File: src/design/mfr_pkg.sv
// Package with register map, field positions and timing constants for the MAC filter/retry block.
// Functional notes
// - Hash select clear: accept frames by exact match with the station address.
// - Hash select set: multicast frames filtered by the hash table.
// - In hash mode, unicast hashed if hash-only set, else exact match.
// - Late collision retry set: a late-collided frame is retransmitted.
// - Broadcast reject set drops broadcasts; clear forwards all broadcasts.
// - Wakeup enable lets a broadcast wakeup frame wake the device anyway.
// - Retry disabled: one attempt, drop on collision, flag retry error unless the collision was late with late retry clear.
// - Retry enabled: up to sixteen attempts before retry error.
// - Pad strip on: length field below 46 strips pad and FCS.
// - Pad strip on: length field 46 or more passes unchanged with FCS.
// - After collision wait random slots below 2^K, K = min(retries,10).
// - Random value comes from a 20-bit LFSR.
// - Load low K LFSR bits, count down once per slot to zero.
// - Two-bit backoff limit field, reset zero, caps LFSR bits used.
// - Limit 00,01,10,11 selects 10,8,4,1 bits.
package mfr_pkg;
    localparam logic [11:0] ADDR_CTRL = 12'h100;
    localparam logic [11:0] ADDR_STAH = 12'h104;
    localparam logic [11:0] ADDR_STAL = 12'h108;
    localparam logic [11:0] ADDR_HASHH = 12'h10C;
    localparam logic [11:0] ADDR_HASHL = 12'h110;
    localparam logic [11:0] ADDR_WAKE = 12'h12C;
    localparam logic [11:0] ADDR_IRQST = 12'h140;
    localparam logic [11:0] ADDR_IRQMSK = 12'h144;
    localparam logic [11:0] ADDR_TXST = 12'h148;
    localparam int HASH_SEL_BIT = 13;
    localparam int LATE_RETRY_BIT = 12;
    localparam int BROADCAST_REJECT_REJ_BIT = 11;
    localparam int RETRY_DIS_BIT = 10;
    localparam int PAD_STRIP_BIT = 8;
    localparam int BACKOFF_LIMIT_LSB = 6;
    localparam int HASH_ONLY_BIT = 15;
    localparam int WAKE_EN_BIT = 2;
    localparam logic [31:0] CTRL_RESET = 32'h0004_0000;
    localparam logic [31:0] CTRL_WMASK = 32'h80BB_BDC0;
    localparam logic [4:0] MAX_ATTEMPTS = 5'h10;
    localparam logic [3:0] K_MAX = 4'hA;
    localparam logic [15:0] PAD_MIN_LEN = 16'h002E;
    localparam logic [19:0] LFSR_SEED = 20'h00001;
    localparam int SLOT_BITS = 512;
    localparam int CLK_MHZ = 125;
    localparam int BIT_NS_X10 = 100;
    localparam logic [11:0] SLOT_CYCLES = 12'(SLOT_BITS * BIT_NS_X10 * CLK_MHZ / 10000);
    // Interrupt bit positions: frame accepted, wakeup, tx done, retry error, late collision.
    localparam int IRQ_RXOK = 0;
    localparam int IRQ_WAKE = 1;
    localparam int IRQ_TXDONE = 2;
    localparam int IRQ_RTYERR = 3;
    localparam int IRQ_LATE = 4;
    typedef struct packed {
        logic [47:0] dstAddr;
        logic [15:0] lenField;
        logic isWakeup;
    } mfr_rxhdr_s;
    typedef struct packed {
        logic retryErr;
        logic lateColl;
        logic [4:0] attempts;
    } mfr_txstat_s;
    typedef enum logic [3:0] {
        TX_IDLE = 4'b0001,
        TX_SEND = 4'b0010,
        TX_BACKOFF = 4'b0100,
        TX_DONE = 4'b1000
    } mfr_txst_e;
endpackage

File: src/design/mfr_top.sv
// MAC address filter, pad strip decision and transmit retry/backoff control.
//
// The AXI4-Lite register port and the placing of the registers were decided locally.
`timescale 1ns/1ps
`default_nettype none
module mfr_top (
    input wire logic ref_clk, // Clock.
    input wire logic rst_n, // Async reset.
    input wire logic [11:0] s_axi_awaddr, // Write address.
    input wire logic s_axi_awvalid, // Write address valid.
    output logic s_axi_awready, // Write address ready.
    input wire logic [31:0] s_axi_wdata, // Write data.
    input wire logic [3:0] s_axi_wstrb, // Write strobes.
    input wire logic s_axi_wvalid, // Write data valid.
    output logic s_axi_wready, // Write data ready.
    output logic [1:0] s_axi_bresp, // Write response.
    output logic s_axi_bvalid, // Write response valid.
    input wire logic s_axi_bready, // Write response ready.
    input wire logic [11:0] s_axi_araddr, // Read address.
    input wire logic s_axi_arvalid, // Read address valid.
    output logic s_axi_arready, // Read address ready.
    output logic [31:0] s_axi_rdata, // Read data.
    output logic [1:0] s_axi_rresp, // Read response.
    output logic s_axi_rvalid, // Read valid.
    input wire logic s_axi_rready, // Read ready.
    input wire logic rxHdrValid, // Received header valid pulse.
    input wire mfr_pkg::mfr_rxhdr_s rxHdr, // Received header.
    output logic rxAccept, // Frame accepted pulse.
    output logic rxStripPadFcs, // Strip pad and FCS, with rxAccept.
    output logic rxWake, // Wakeup pulse.
    input wire logic txStart, // Frame ready to send pulse.
    input wire logic txAttemptEnd, // Attempt finished pulse.
    input wire logic txCollision, // Collision seen, with txAttemptEnd.
    input wire logic txLateColl, // Collision was late, with txAttemptEnd.
    output logic txGo, // Start an attempt pulse.
    output logic txBusy, // Frame in progress.
    output logic txDone, // Frame finished pulse.
    output mfr_pkg::mfr_txstat_s txStatus, // Status of last frame.
    output logic irq // Interrupt level.
);
    import mfr_pkg::*;

    logic [31:0] ctrl_q, ctrl_d, stah_q, stah_d, stal_q, stal_d;
    logic [31:0] hashh_q, hashh_d, hashl_q, hashl_d, wake_q, wake_d;
    logic [4:0] ist_q, ist_d, imsk_q, imsk_d;
    logic awr_q, awr_d, wr_q, wr_d, bv_q, bv_d, arr_q, arr_d, rv_q, rv_d;
    logic [11:0] awa_q, awa_d;
    logic [31:0] wda_q, wda_d, rd_q, rd_d;
    logic [3:0] wst_q, wst_d;
    logic [1:0] br_q, br_d, rr_q, rr_d;
    logic irq_q, irq_d;
    logic haveAw_q, haveAw_d, haveW_q, haveW_d;

    function automatic logic [31:0] merge(input logic [31:0] old, input logic [31:0] nw,
                                         input logic [3:0] st);
        logic [31:0] r;
        r = old;
        for (int i = 0; i < 4; i++)
        begin
            if (st[i])
                r[i*8 +: 8] = nw[i*8 +: 8];
        end
        return r;
    endfunction

    function automatic logic known(input logic [11:0] a);
        return a == ADDR_CTRL || a == ADDR_STAH || a == ADDR_STAL || a == ADDR_HASHH ||
               a == ADDR_HASHL || a == ADDR_WAKE || a == ADDR_IRQST || a == ADDR_IRQMSK ||
               a == ADDR_TXST;
    endfunction

    // Receive path.
    logic acc_q, acc_d, strip_q, strip_d, wk_q, wk_d;
    logic isBcast, isMcast, match, hashHit;
    logic [5:0] hidx;
    always_comb
    begin
        isBcast = rxHdr.dstAddr == 48'hFFFF_FFFF_FFFF;
        isMcast = rxHdr.dstAddr[40];
        hidx = rxHdr.dstAddr[5:0];
        hashHit = hidx[5] ? hashh_q[hidx[4:0]] : hashl_q[hidx[4:0]];
        if (isBcast)
            match = !ctrl_q[BROADCAST_REJECT_REJ_BIT];
        else if (ctrl_q[HASH_SEL_BIT] && (isMcast || ctrl_q[HASH_ONLY_BIT]))
            match = hashHit;
        else
            match = rxHdr.dstAddr == {stah_q[15:0], stal_q};
        acc_d = rxHdrValid && match;
        strip_d = rxHdrValid && match && ctrl_q[PAD_STRIP_BIT] &&
                  rxHdr.lenField < PAD_MIN_LEN;
        wk_d = rxHdrValid && rxHdr.isWakeup && wake_q[WAKE_EN_BIT];
    end

    // Transmit path.
    mfr_txst_e ts_q, ts_d;
    logic [4:0] att_q, att_d;
    logic [19:0] lfsr_q, lfsr_d;
    logic [9:0] bo_q, bo_d;
    logic [11:0] slot_q, slot_d;
    logic go_q, go_d, done_q, done_d, busy_q, busy_d;
    mfr_txstat_s tst_q, tst_d;
    logic [3:0] k, lim, nb;
    always_comb
    begin
        lfsr_d = {lfsr_q[18:0], lfsr_q[19] ^ lfsr_q[16]};
        ts_d = ts_q;
        {att_d, bo_d, slot_d, tst_d} = {att_q, bo_q, slot_q, tst_q};
        {go_d, done_d} = 2'b00;
        k = (att_q > 5'(K_MAX)) ? K_MAX : att_q[3:0];
        unique case (ctrl_q[BACKOFF_LIMIT_LSB +: 2])
            2'b00: lim = 4'hA;
            2'b01: lim = 4'h8;
            2'b10: lim = 4'h4;
            2'b11: lim = 4'h1;
        endcase
        nb = (k < lim) ? k : lim;
        unique case (ts_q)
            TX_IDLE:
                if (txStart)
                begin
                    att_d = 5'h01;
                    go_d = 1'b1;
                    tst_d = '0;
                    ts_d = TX_SEND;
                end
            TX_SEND:
                if (txAttemptEnd)
                begin
                    if (txLateColl)
                        tst_d.lateColl = 1'b1;
                    tst_d.attempts = att_q;
                    if (!txCollision)
                        ts_d = TX_DONE;
                    else if (ctrl_q[RETRY_DIS_BIT] || att_q == MAX_ATTEMPTS ||
                             (txLateColl && !ctrl_q[LATE_RETRY_BIT]))
                    begin
                        tst_d.retryErr = !txLateColl || ctrl_q[LATE_RETRY_BIT];
                        ts_d = TX_DONE;
                    end
                    else
                    begin
                        bo_d = lfsr_q[9:0] & 10'((11'h001 << nb) - 11'h001);
                        slot_d = SLOT_CYCLES;
                        ts_d = TX_BACKOFF;
                    end
                end
            TX_BACKOFF:
                if (bo_q == 10'h000)
                begin
                    att_d = att_q + 5'h01;
                    go_d = 1'b1;
                    ts_d = TX_SEND;
                end
                else if (slot_q == 12'h001)
                begin
                    slot_d = SLOT_CYCLES;
                    bo_d = bo_q - 10'h001;
                end
                else
                    slot_d = slot_q - 12'h001;
            TX_DONE:
            begin
                done_d = 1'b1;
                ts_d = TX_IDLE;
            end
            default:
                ts_d = TX_IDLE;
        endcase
        // Busy is registered from the next state so that it leaves the block from a flip-flop.
        busy_d = ts_d != TX_IDLE;
    end

    // Register bus.
    logic doWr, doRd;
    logic [4:0] ev;
    logic [31:0] rsel;
    always_comb
    begin
        {awr_d, wr_d, bv_d, arr_d, rv_d, awa_d, wda_d, wst_d, br_d, rr_d, rd_d} =
            {awr_q, wr_q, bv_q, arr_q, rv_q, awa_q, wda_q, wst_q, br_q, rr_q, rd_q};
        {haveAw_d, haveW_d, ctrl_d, stah_d, stal_d, hashh_d, hashl_d, wake_d, imsk_d} =
            {haveAw_q, haveW_q, ctrl_q, stah_q, stal_q, hashh_q, hashl_q, wake_q, imsk_q};
        rsel = 32'h0000_0000;
        if (s_axi_awvalid && awr_q)
        begin
            awa_d = s_axi_awaddr;
            haveAw_d = 1'b1;
            awr_d = 1'b0;
        end
        if (s_axi_wvalid && wr_q)
        begin
            wda_d = s_axi_wdata;
            wst_d = s_axi_wstrb;
            haveW_d = 1'b1;
            wr_d = 1'b0;
        end
        doWr = haveAw_q && haveW_q && !bv_q;
        if (doWr)
        begin
            unique case ({awa_q[11:2], 2'b00})
                ADDR_CTRL: ctrl_d = (ctrl_q & ~CTRL_WMASK) |
                                    (merge(ctrl_q, wda_q, wst_q) & CTRL_WMASK);
                ADDR_STAH: stah_d = merge(stah_q, wda_q, wst_q) & 32'h0000_FFFF;
                ADDR_STAL: stal_d = merge(stal_q, wda_q, wst_q);
                ADDR_HASHH: hashh_d = merge(hashh_q, wda_q, wst_q);
                ADDR_HASHL: hashl_d = merge(hashl_q, wda_q, wst_q);
                ADDR_WAKE: wake_d = merge(wake_q, wda_q, wst_q) & 32'h0000_0004;
                ADDR_IRQMSK: imsk_d = 5'(merge({27'h0, imsk_q}, wda_q, wst_q));
                default: ;
            endcase
            br_d = known({awa_q[11:2], 2'b00}) ? 2'b00 : 2'b10;
            bv_d = 1'b1;
            haveAw_d = 1'b0;
            haveW_d = 1'b0;
        end
        if (bv_q && s_axi_bready)
        begin
            bv_d = 1'b0;
            awr_d = 1'b1;
            wr_d = 1'b1;
        end
        doRd = s_axi_arvalid && arr_q;
        if (doRd)
        begin
            unique case ({s_axi_araddr[11:2], 2'b00})
                ADDR_CTRL: rsel = ctrl_q;
                ADDR_STAH: rsel = stah_q;
                ADDR_STAL: rsel = stal_q;
                ADDR_HASHH: rsel = hashh_q;
                ADDR_HASHL: rsel = hashl_q;
                ADDR_WAKE: rsel = wake_q;
                ADDR_IRQST: rsel = {27'h0, ist_q};
                ADDR_IRQMSK: rsel = {27'h0, imsk_q};
                ADDR_TXST: rsel = {25'h0, tst_q};
                default: rsel = 32'h0000_0000;
            endcase
            rd_d = rsel;
            rr_d = known({s_axi_araddr[11:2], 2'b00}) ? 2'b00 : 2'b10;
            rv_d = 1'b1;
            arr_d = 1'b0;
        end
        if (rv_q && s_axi_rready)
        begin
            rv_d = 1'b0;
            arr_d = 1'b1;
        end
        // Events win over the clear done by a status read in the same cycle.
        ev = 5'h00;
        ev[IRQ_RXOK] = acc_d;
        ev[IRQ_WAKE] = wk_d;
        ev[IRQ_TXDONE] = done_d;
        ev[IRQ_RTYERR] = done_d && tst_q.retryErr;
        ev[IRQ_LATE] = done_d && tst_q.lateColl;
        ist_d = ((doRd && {s_axi_araddr[11:2], 2'b00} == ADDR_IRQST) ? 5'h00 : ist_q) | ev;
        irq_d = |(ist_d & imsk_d);
    end

    always_ff @(posedge ref_clk or negedge rst_n)
    begin
        if (!rst_n)
        begin
            ctrl_q <= CTRL_RESET;
            lfsr_q <= LFSR_SEED;
            ts_q <= TX_IDLE;
            {awr_q, wr_q, arr_q} <= 3'b111;
            {stah_q, stal_q, hashh_q, hashl_q, wake_q, ist_q, imsk_q, bv_q, rv_q, awa_q} <= '0;
            {wda_q, wst_q, br_q, rr_q, rd_q, haveAw_q, haveW_q, irq_q, acc_q, strip_q} <= '0;
            {wk_q, att_q, bo_q, slot_q, go_q, done_q, tst_q, busy_q} <= '0;
        end
        else
        begin
            {ctrl_q, stah_q, stal_q, hashh_q, hashl_q, wake_q} <=
                {ctrl_d, stah_d, stal_d, hashh_d, hashl_d, wake_d};
            {ist_q, imsk_q, awr_q, wr_q, arr_q, bv_q, rv_q, awa_q, wda_q, wst_q} <=
                {ist_d, imsk_d, awr_d, wr_d, arr_d, bv_d, rv_d, awa_d, wda_d, wst_d};
            {br_q, rr_q, rd_q, haveAw_q, haveW_q, irq_q, acc_q, strip_q, wk_q} <=
                {br_d, rr_d, rd_d, haveAw_d, haveW_d, irq_d, acc_d, strip_d, wk_d};
            {att_q, lfsr_q, bo_q, slot_q, go_q, done_q, tst_q, busy_q} <=
                {att_d, lfsr_d, bo_d, slot_d, go_d, done_d, tst_d, busy_d};
            ts_q <= ts_d;
        end
    end

    assign s_axi_awready = awr_q;
    assign s_axi_wready = wr_q;
    assign s_axi_bvalid = bv_q;
    assign s_axi_bresp = br_q;
    assign s_axi_arready = arr_q;
    assign s_axi_rvalid = rv_q;
    assign s_axi_rdata = rd_q;
    assign s_axi_rresp = rr_q;
    assign rxAccept = acc_q;
    assign rxStripPadFcs = strip_q;
    assign rxWake = wk_q;
    assign txGo = go_q;
    assign txBusy = busy_q;
    assign txDone = done_q;
    assign txStatus = tst_q;
    assign irq = irq_q;

    broadcast_reject_rej_a: assert property (@(posedge ref_clk) disable iff (!rst_n)
        rxHdrValid && rxHdr.dstAddr == 48'hFFFF_FFFF_FFFF && ctrl_q[BROADCAST_REJECT_REJ_BIT] |=> !rxAccept)
        else $error("Broadcast accepted while rejected.");
    broadcast_reject_fwd_a: assert property (@(posedge ref_clk) disable iff (!rst_n)
        rxHdrValid && rxHdr.dstAddr == 48'hFFFF_FFFF_FFFF && !ctrl_q[BROADCAST_REJECT_REJ_BIT] |=> rxAccept)
        else $error("Broadcast dropped while allowed.");
    perfect_match_a: assert property (@(posedge ref_clk) disable iff (!rst_n)
        rxHdrValid && !ctrl_q[HASH_SEL_BIT] && !(&rxHdr.dstAddr) |=>
        rxAccept == ($past(rxHdr.dstAddr) == {stah_q[15:0], stal_q}))
        else $error("Perfect filter mismatch.");
    wake_broadcast_reject_a: assert property (@(posedge ref_clk) disable iff (!rst_n)
        rxHdrValid && rxHdr.isWakeup && wake_q[WAKE_EN_BIT] |=> rxWake)
        else $error("Wakeup frame missed.");
    pad_long_a: assert property (@(posedge ref_clk) disable iff (!rst_n)
        rxHdrValid && rxHdr.lenField >= PAD_MIN_LEN |=> !rxStripPadFcs)
        else $error("Long frame stripped.");
    pad_off_a: assert property (@(posedge ref_clk) disable iff (!rst_n)
        !ctrl_q[PAD_STRIP_BIT] |=> !rxStripPadFcs)
        else $error("Strip with pad strip off.");
    single_try_a: assert property (@(posedge ref_clk) disable iff (!rst_n)
        ts_q == TX_SEND && txAttemptEnd && txCollision && ctrl_q[RETRY_DIS_BIT] && !txLateColl
        |=> ts_q == TX_DONE && tst_q.retryErr)
        else $error("Retry disable ignored.");
    max_tries_a: assert property (@(posedge ref_clk) disable iff (!rst_n)
        att_q <= MAX_ATTEMPTS)
        else $error("Too many attempts.");
    late_abort_a: assert property (@(posedge ref_clk) disable iff (!rst_n)
        ts_q == TX_SEND && txAttemptEnd && txLateColl && txCollision && !ctrl_q[LATE_RETRY_BIT]
        |=> ts_q == TX_DONE && tst_q.lateColl)
        else $error("Late collision not abandoned.");
    backoff_cap_a: assert property (@(posedge ref_clk) disable iff (!rst_n)
        ts_q == TX_SEND && ts_d == TX_BACKOFF |=> {1'b0, bo_q} < (11'h001 << $past(nb)))
        else $error("Backoff above limit.");
    cov_retry_c: cover property (@(posedge ref_clk) ts_q == TX_BACKOFF ##1 ts_q == TX_SEND);
    cov_err_c: cover property (@(posedge ref_clk) done_q && tst_q.retryErr);
    cov_hash_c: cover property (@(posedge ref_clk) rxAccept && ctrl_q[HASH_SEL_BIT]);
    cov_strip_c: cover property (@(posedge ref_clk) rxStripPadFcs);
endmodule
`default_nettype wire

File: config.mk
export PLATFORM = sky130hd
export DESIGN_NAME = mfr_top
export DESIGN_NICKNAME = d
export VERILOG_FILES = /design/src/design/mfr_pkg.sv /design/src/design/mfr_top.sv
export SDC_FILE = /design/constraint.sdc
export NUM_CORES = 1
export LEC_CHECK = 0
export ABC_AREA = 1
export CAP_MARGIN = 15
export CELL_PAD_IN_SITES_DETAIL_PLACEMENT = 0
export CELL_PAD_IN_SITES_GLOBAL_PLACEMENT = 1
export CORE_UTILIZATION = 51
export DETAILED_ROUTE_END_ITERATION = 16
export DONT_BUFFER_PORTS = 1
export PLACE_DENSITY_LB_ADDON = 0.25
export RECOVER_POWER = 50
export SKIP_LAST_GASP = 1
export SYNTH_ARGS = -nofsm -noshare
export SYNTH_HDL_FRONTEND = slang
export SYNTH_SLANG_ARGS = --single-unit
File: constraint.sdc
create_clock -name ref_clk -period 7.93 [get_ports ref_clk]
set_clock_uncertainty 0.1 [all_clocks]
set_input_delay 0 -clock ref_clk [delete_from_list [all_inputs] [get_ports ref_clk]]
set_output_delay 0 -clock ref_clk [all_outputs]
set_load 0.005 [all_outputs]
After elaboration in Yosys (flattened, before gate mapping)
Index checks and enable logic that the tools add are counted.
{"block": "totals", "ff_bits": 311, "inputBits": 137}
{"block": "op_classes", "eq_ne": 39, "shifts": 1, "addsub": 4, "n_mux": 74, "n_lt_le_gt_ge": 4, "reduce_logical": 75, "n_bitwise": 5}
{"operator": "$pmux W32 S9", "n": 1}
{"operator": "$eq A10 B7 Y1 const B", "n": 18}
{"operator": "$mux W8", "n": 12}
{"operator": "$mux W12", "n": 5}
{"operator": "$reduce_and A3 Y1", "n": 17}
{"operator": "$mux W10", "n": 5}
{"operator": "$eq A48 B48 Y1", "n": 1}
{"operator": "$eq A48 B48 Y1 const B", "n": 1}
{"operator": "$or A31 B32 Y32", "n": 1}
{"operator": "$mux W5", "n": 6}
{"operator": "$mux W4", "n": 7}
{"operator": "$mux W1", "n": 25}
{"operator": "$pmux W12 S2", "n": 1}
{"operator": "$logic_or A1 B1 Y1", "n": 20}
{"operator": "$pmux W10 S2", "n": 1}
{"operator": "$sub A10 B1 Y10 const B", "n": 2}
{"operator": "$ne A2 B2 Y1 const B", "n": 9}
{"operator": "$reduce_bool A2 Y1", "n": 9}
{"operator": "$logic_and A1 B1 Y1", "n": 17}
{"operator": "$lt A16 B6 Y1 const B", "n": 1}
{"operator": "$pmux W4 S4", "n": 1}
{"operator": "$mux W7", "n": 2}
{"operator": "$pmux W7 S2", "n": 1}
{"operator": "$eq A12 B1 Y1 const B", "n": 1}
{"operator": "31 further kinds", "n": 38}

Longest topological paths before layout
{"block": "logic_depth", "depth_word": 11, "depth_mapped": 22, "mapped_depth_nobuf": 22}

Least setup slack after synthesis
Ideal clock, no wire load.
{"block": "synth_timing", "path_type": "register to register", "from": "register att_q[0]", "to": "register bo_q[2]", "setup_ps": 116, "required_ps": 7714, "arrival_time_ps": 2432, "path_stages_with_launch": 22, "slack_ps": 5281, "path_cell_list": "dfrtp_1 inv_1 ha_1 inv_1 nand3_1 nand3_1 ha_1 nand2_1 nand2_1 nand2_1 nand2_1 nand2_1 nand2_1 nor2_1 nand2_1 ha_1 inv_1 nand2_1 nand3_1 nand2_1 nand2_1 nand2_1"}
{"block": "synth_between", "elab_chain_cells": 11, "word_cells_on_any_way": 16, "classes_between": "add/sub: 1; order compare: 2; eq/ne: 2; shift: 1; mux: 6; bitwise: 1; reduce/logical: 3"}
{"item": "from (decl)", "line": "mfr_top.sv:96", "rtl": "logic [4:0] att_q, att_d;"}
{"item": "from (signal assigned)", "line": "mfr_top.sv:278", "rtl": "{att_q, lfsr_q, bo_q, slot_q, go_q, done_q, tst_q, busy_q} <="}
{"item": "$gt A5 B4 Y1", "line": "mfr_top.sv:109", "rtl": "k = (att_q > 5'(K_MAX)) ? K_MAX : att_q[3:0];"}
{"item": "$mux W4", "line": "mfr_top.sv:109"}
{"item": "$lt A4 B4 Y1", "line": "mfr_top.sv:116", "rtl": "nb = (k < lim) ? k : lim;"}
{"item": "$mux W4", "line": "mfr_top.sv:116"}
{"item": "$shl A1 B4 Y10", "line": "mfr_top.sv:142", "rtl": "bo_d = lfsr_q[9:0] & 10'((11'h001 << nb) - 11'h001);"}
{"item": "$sub A10 B1 Y10", "line": "mfr_top.sv:142"}
{"item": "$and A10 B10 Y10", "line": "mfr_top.sv:142"}
{"item": "$mux W10", "line": "mfr_top.sv:134", "rtl": "else if (ctrl_q[RETRY_DIS_BIT] || att_q == MAX_ATTEMPTS ||"}
{"item": "$mux W10", "line": "mfr_top.sv:132", "rtl": "if (!txCollision)"}
{"item": "$mux W10", "line": "mfr_top.sv:127", "rtl": "if (txAttemptEnd)"}
{"item": "$pmux W10 S2", "line": "mfr_top.sv:117", "rtl": "unique case (ts_q)"}
{"item": "to (signal assigned)", "line": "mfr_top.sv:278"}
{"item": "to (decl)", "line": "mfr_top.sv:98", "rtl": "logic [9:0] bo_q, bo_d;"}
Parallel ways exist; a longest one is shown, timed or not. The select of a mux whose other input is x is not followed.
A chain may end at the register's enable or synchronous reset.

==> impl_metrics.tcl <==
set metrics [dict create \
    status "complete, but fails checks" \
    violations "max-capacitance violations, max-slew violations" \
    grt_max_degree 291 \
    clkLatencyLatePin_ns 0.51 \
    clock.fmax_mhz 229 \
    drt_pass1_iterations 5 \
    rows 60 \
    ant_nets 0 \
    antenna-diode-count 0 \
    hold_buffers 74 \
    gp_congestion 0.957 \
    min-delay-path-class "in -> async" \
    cp.required_ns 7.57 \
    drtIter0Drc 1191 \
    period_minus_slack_ns 4.37 \
    synth_top_family_by_area "simple AND/OR/NAND/NOR gates" \
    cts-root-buf "clkbuf_16" \
    yosysWarnings 0 \
    r2r_start "att_q[0]$_DFFE_PN0P_" \
    synth.distinct_cells 48 \
    clkTransAtPathRegs_ns 0.05 \
    end_kind "asynchronous set/reset pin" \
    total_power_mw 4.23 \
    synth_simple_gate_area_share 0.197 \
    grt_usage 0.313 \
    path_max_fanout 154 \
    clock-sinks 290 \
    grt_antenna_before_repair 0 \
    p_seq_frac 0.436 \
    numPortBuffers 0 \
    multi_input_area_sq_um 5600 \
    timing.reg2reg.setup_slack_ns 4.75 \
    syn_inst 1655 \
    syn_area_sq_um 13900 \
    worst_pin_slew_ns 3.78 \
    gr-total-overflow 0 \
    dp_hpwl_mm 30.6 \
    ctsResizeCount 0 \
    reg2reg_depth 21 \
    synthAdderAreaFrac 0.00992 \
    yosysSeqAreaShare 0.523 \
    synth.area.mux_share 0 \
    drc_errors 0 \
    combPwrFrac 0.185 \
    drt_wl_total_mm 43.0 \
    drv_slew 199 \
    max_slew_margin -1.52 \
    initial_core_util 0.518 \
    wl_per_cell_microns 20.7 \
    rsz0062_at_grt "no" \
    tritoncts "done" \
    r2r_end "bo_q[4]$_DFFE_PN0P_" \
    arrival_ns 4.01 \
    p_leak_nw 7.26 \
    drv_cap 2 \
    layout-drive-gt1-share 0.0540 \
    synth_edf_count 0 \
    fp.dieH_microns 167 \
    synthXorXnorAreaFrac 0.0208 \
    clkPwrFrac 0.379 \
    worstSetupStartpointType "input port" \
    power_density_nw_per_um2 264 \
    swShare 0.305 \
    hold_viol 0 \
    synth_seq_cells 290 \
    vias 11989 \
    ys_async_sr_fraction 1.00 \
    grt_pass1_vias 11217 \
    setup_viol 0 \
    finalSetupTns_ns 0 \
    h-tree-depth 2 \
    power.switching_mw 1.29 \
    grt_pass1_wl_mm 66.1 \
    ir_drop_v 0.000196 \
    clock_path_buffers 3 \
    path_class "in -> async" \
    synth_area_per_cell_sq_um 8.38 \
    cts_made_buffers 34 \
    vias_per_cell 5.76 \
    internal_power_mw 2.94 \
    synthFlopType "dfrtp_1" \
    core_area_sq_um 26800 \
    synth_compound_area_frac 0.175 \
    area_growth_syn_to_layout_pct 15.4 \
    timing.final.crit_share 0.552 \
    fp.dieW_microns 167 \
    io_pins 192 \
    ff_latch_area_sq_um 7260 \
    die-area_sq_um 27900 \
    fill_cells 2440 \
    num-nets-final 1864 \
    post_cts_buffers 0 \
]
[critical path, cell delays in order]
cell and delay [ns]:
dlygate4sd3_1 0.62, buf_16 0.47, clkbuf_2 2.60
[cells in the mapped netlist (14+ instances only)]
cell	n	area [sq um]
a21oi_1	48	240
a221oi_1	18	158
buf_2	19	95.1
clkbuf_1	33	124
dfrtp_1	285	7130
inv_1	192	721
inv_2	14	52.6
nand2_1	382	1430
nand3_1	77	385
nand4_1	19	119
nor2_1	96	360
nor3_1	15	75.1
nor4_1	16	100
o21ai_0	259	1300
o22ai_1	25	156
xor2_1	28	245
[layout make-up]
class / instances / share of cell area
clock buffers: 50 / 0.0640
clock inverters: 11 / 0.00852
inverters: 206 / 0.0483
repair buffers: 79 / 0.0493
multi-input cells: 1105 / 0.350
well taps: 341 / 0.0266
flip-flops and latches: 290 / 0.454
[kinds of logic (layout without fill, tap and decap cells)]
logic type	Yosys count	in the layout
and+or+nand+nor	634	634
AOI/OAI and AO/OA	425	425
DFF	290	290
buffers and inverters	261	346
xor gates and xnor gates	33	33
adders and majority gates	11	11
other	1	2
[through the flow]
| step | util | area, sq um | worst slack (ns) | instances | hold WS [ns] |
|---|---|---|---|---|---|
| global route | 0.597 | 16000 | 2.79 | 2082 | 0.0359 |
| detailed placement | 0.526 | 14100 | 4.77 | 1946 | -0.385 |
| global placement | 0.526 | 14100 | 4.89 | 1946 | -0.386 |
| finish | 0.597 | 16000 | 3.56 | 2082 | 0.0138 |
| CTS | 0.597 | 16000 | 4.76 | 2081 | 0.00327 |
| floorplan | - | 13900 | 5.28 | 1656 | -0.396 |
[flip-flops by register name (all words and copies together) (netlist names), 15 cells and up]
name         flops
lfsr_q          20
ctrl_q          15
s_axi_rdata     32
stah_q          16
stal_q          32
hashh_q         32
hashl_q         32
wda_q           32
[power groups by stage]
stage	Combinational (mW)	Clock, mW	Sequential, mW
2_1_floorplan	0.515	0	1.83
3_3_place_gp	0.689	0	1.86
3_5_place_dp	0.706	0	1.87
4_1_cts	0.784	1.64	1.84
5_1_grt	0.896	1.69	1.87
6_report	0.782	1.61	1.84
[layer usage]
metal | GRT usage | share of wire | vias to the layer above
li1 | - | - | 5659
met5 | 0 | 0 | -
met4 | 0.0745 | 0.023 | 0
met1 | 0.439 | 0.43 | 5685
met2 | 0.454 | 0.42 | 574
met3 | 0.122 | 0.13 | 71
[placed cells by master, fill, tap and decap left out, drive strengths merged, types with 11 or more instances in the layout]
cell / synthesis / routed
nand2: 385 / 385
dfrtp: 285 / 285
o21ai: 273 / 273
inv: 206 / 206
nor2: 104 / 104
nand3: 77 / 77
dlygate4sd3: 0 / 73
clkbuf: 33 / 52
a21oi: 48 / 48
xor2: 28 / 28
o22ai: 25 / 25
nor3: 21 / 21
nand4: 19 / 19
a221oi: 18 / 18
nor4: 18 / 18
a22o: 13 / 13
ha: 11 / 11
[worst max-delay path by stage]
stage	startpoint	to	slack, ns	cells past startpoint
after global routing	rst_n	haveAw_q$_DFFE_PN0P_	2.79	3
final	rst_n	imsk_q[4]$_DFF_PN0_	3.56	3
after floorplan	att_q[0]$_DFFE_PN0P_	bo_q[2]$_DFFE_PN0P_	5.28	21
after global placement	att_q[0]$_DFFE_PN0P_	bo_q[6]$_DFFE_PN0P_	4.89	21
after detailed placement	att_q[0]$_DFFE_PN0P_	bo_q[4]$_DFFE_PN0P_	4.77	21
after CTS	att_q[0]$_DFFE_PN0P_	bo_q[4]$_DFFE_PN0P_	4.76	21
(Power assumes the default switching activity.)
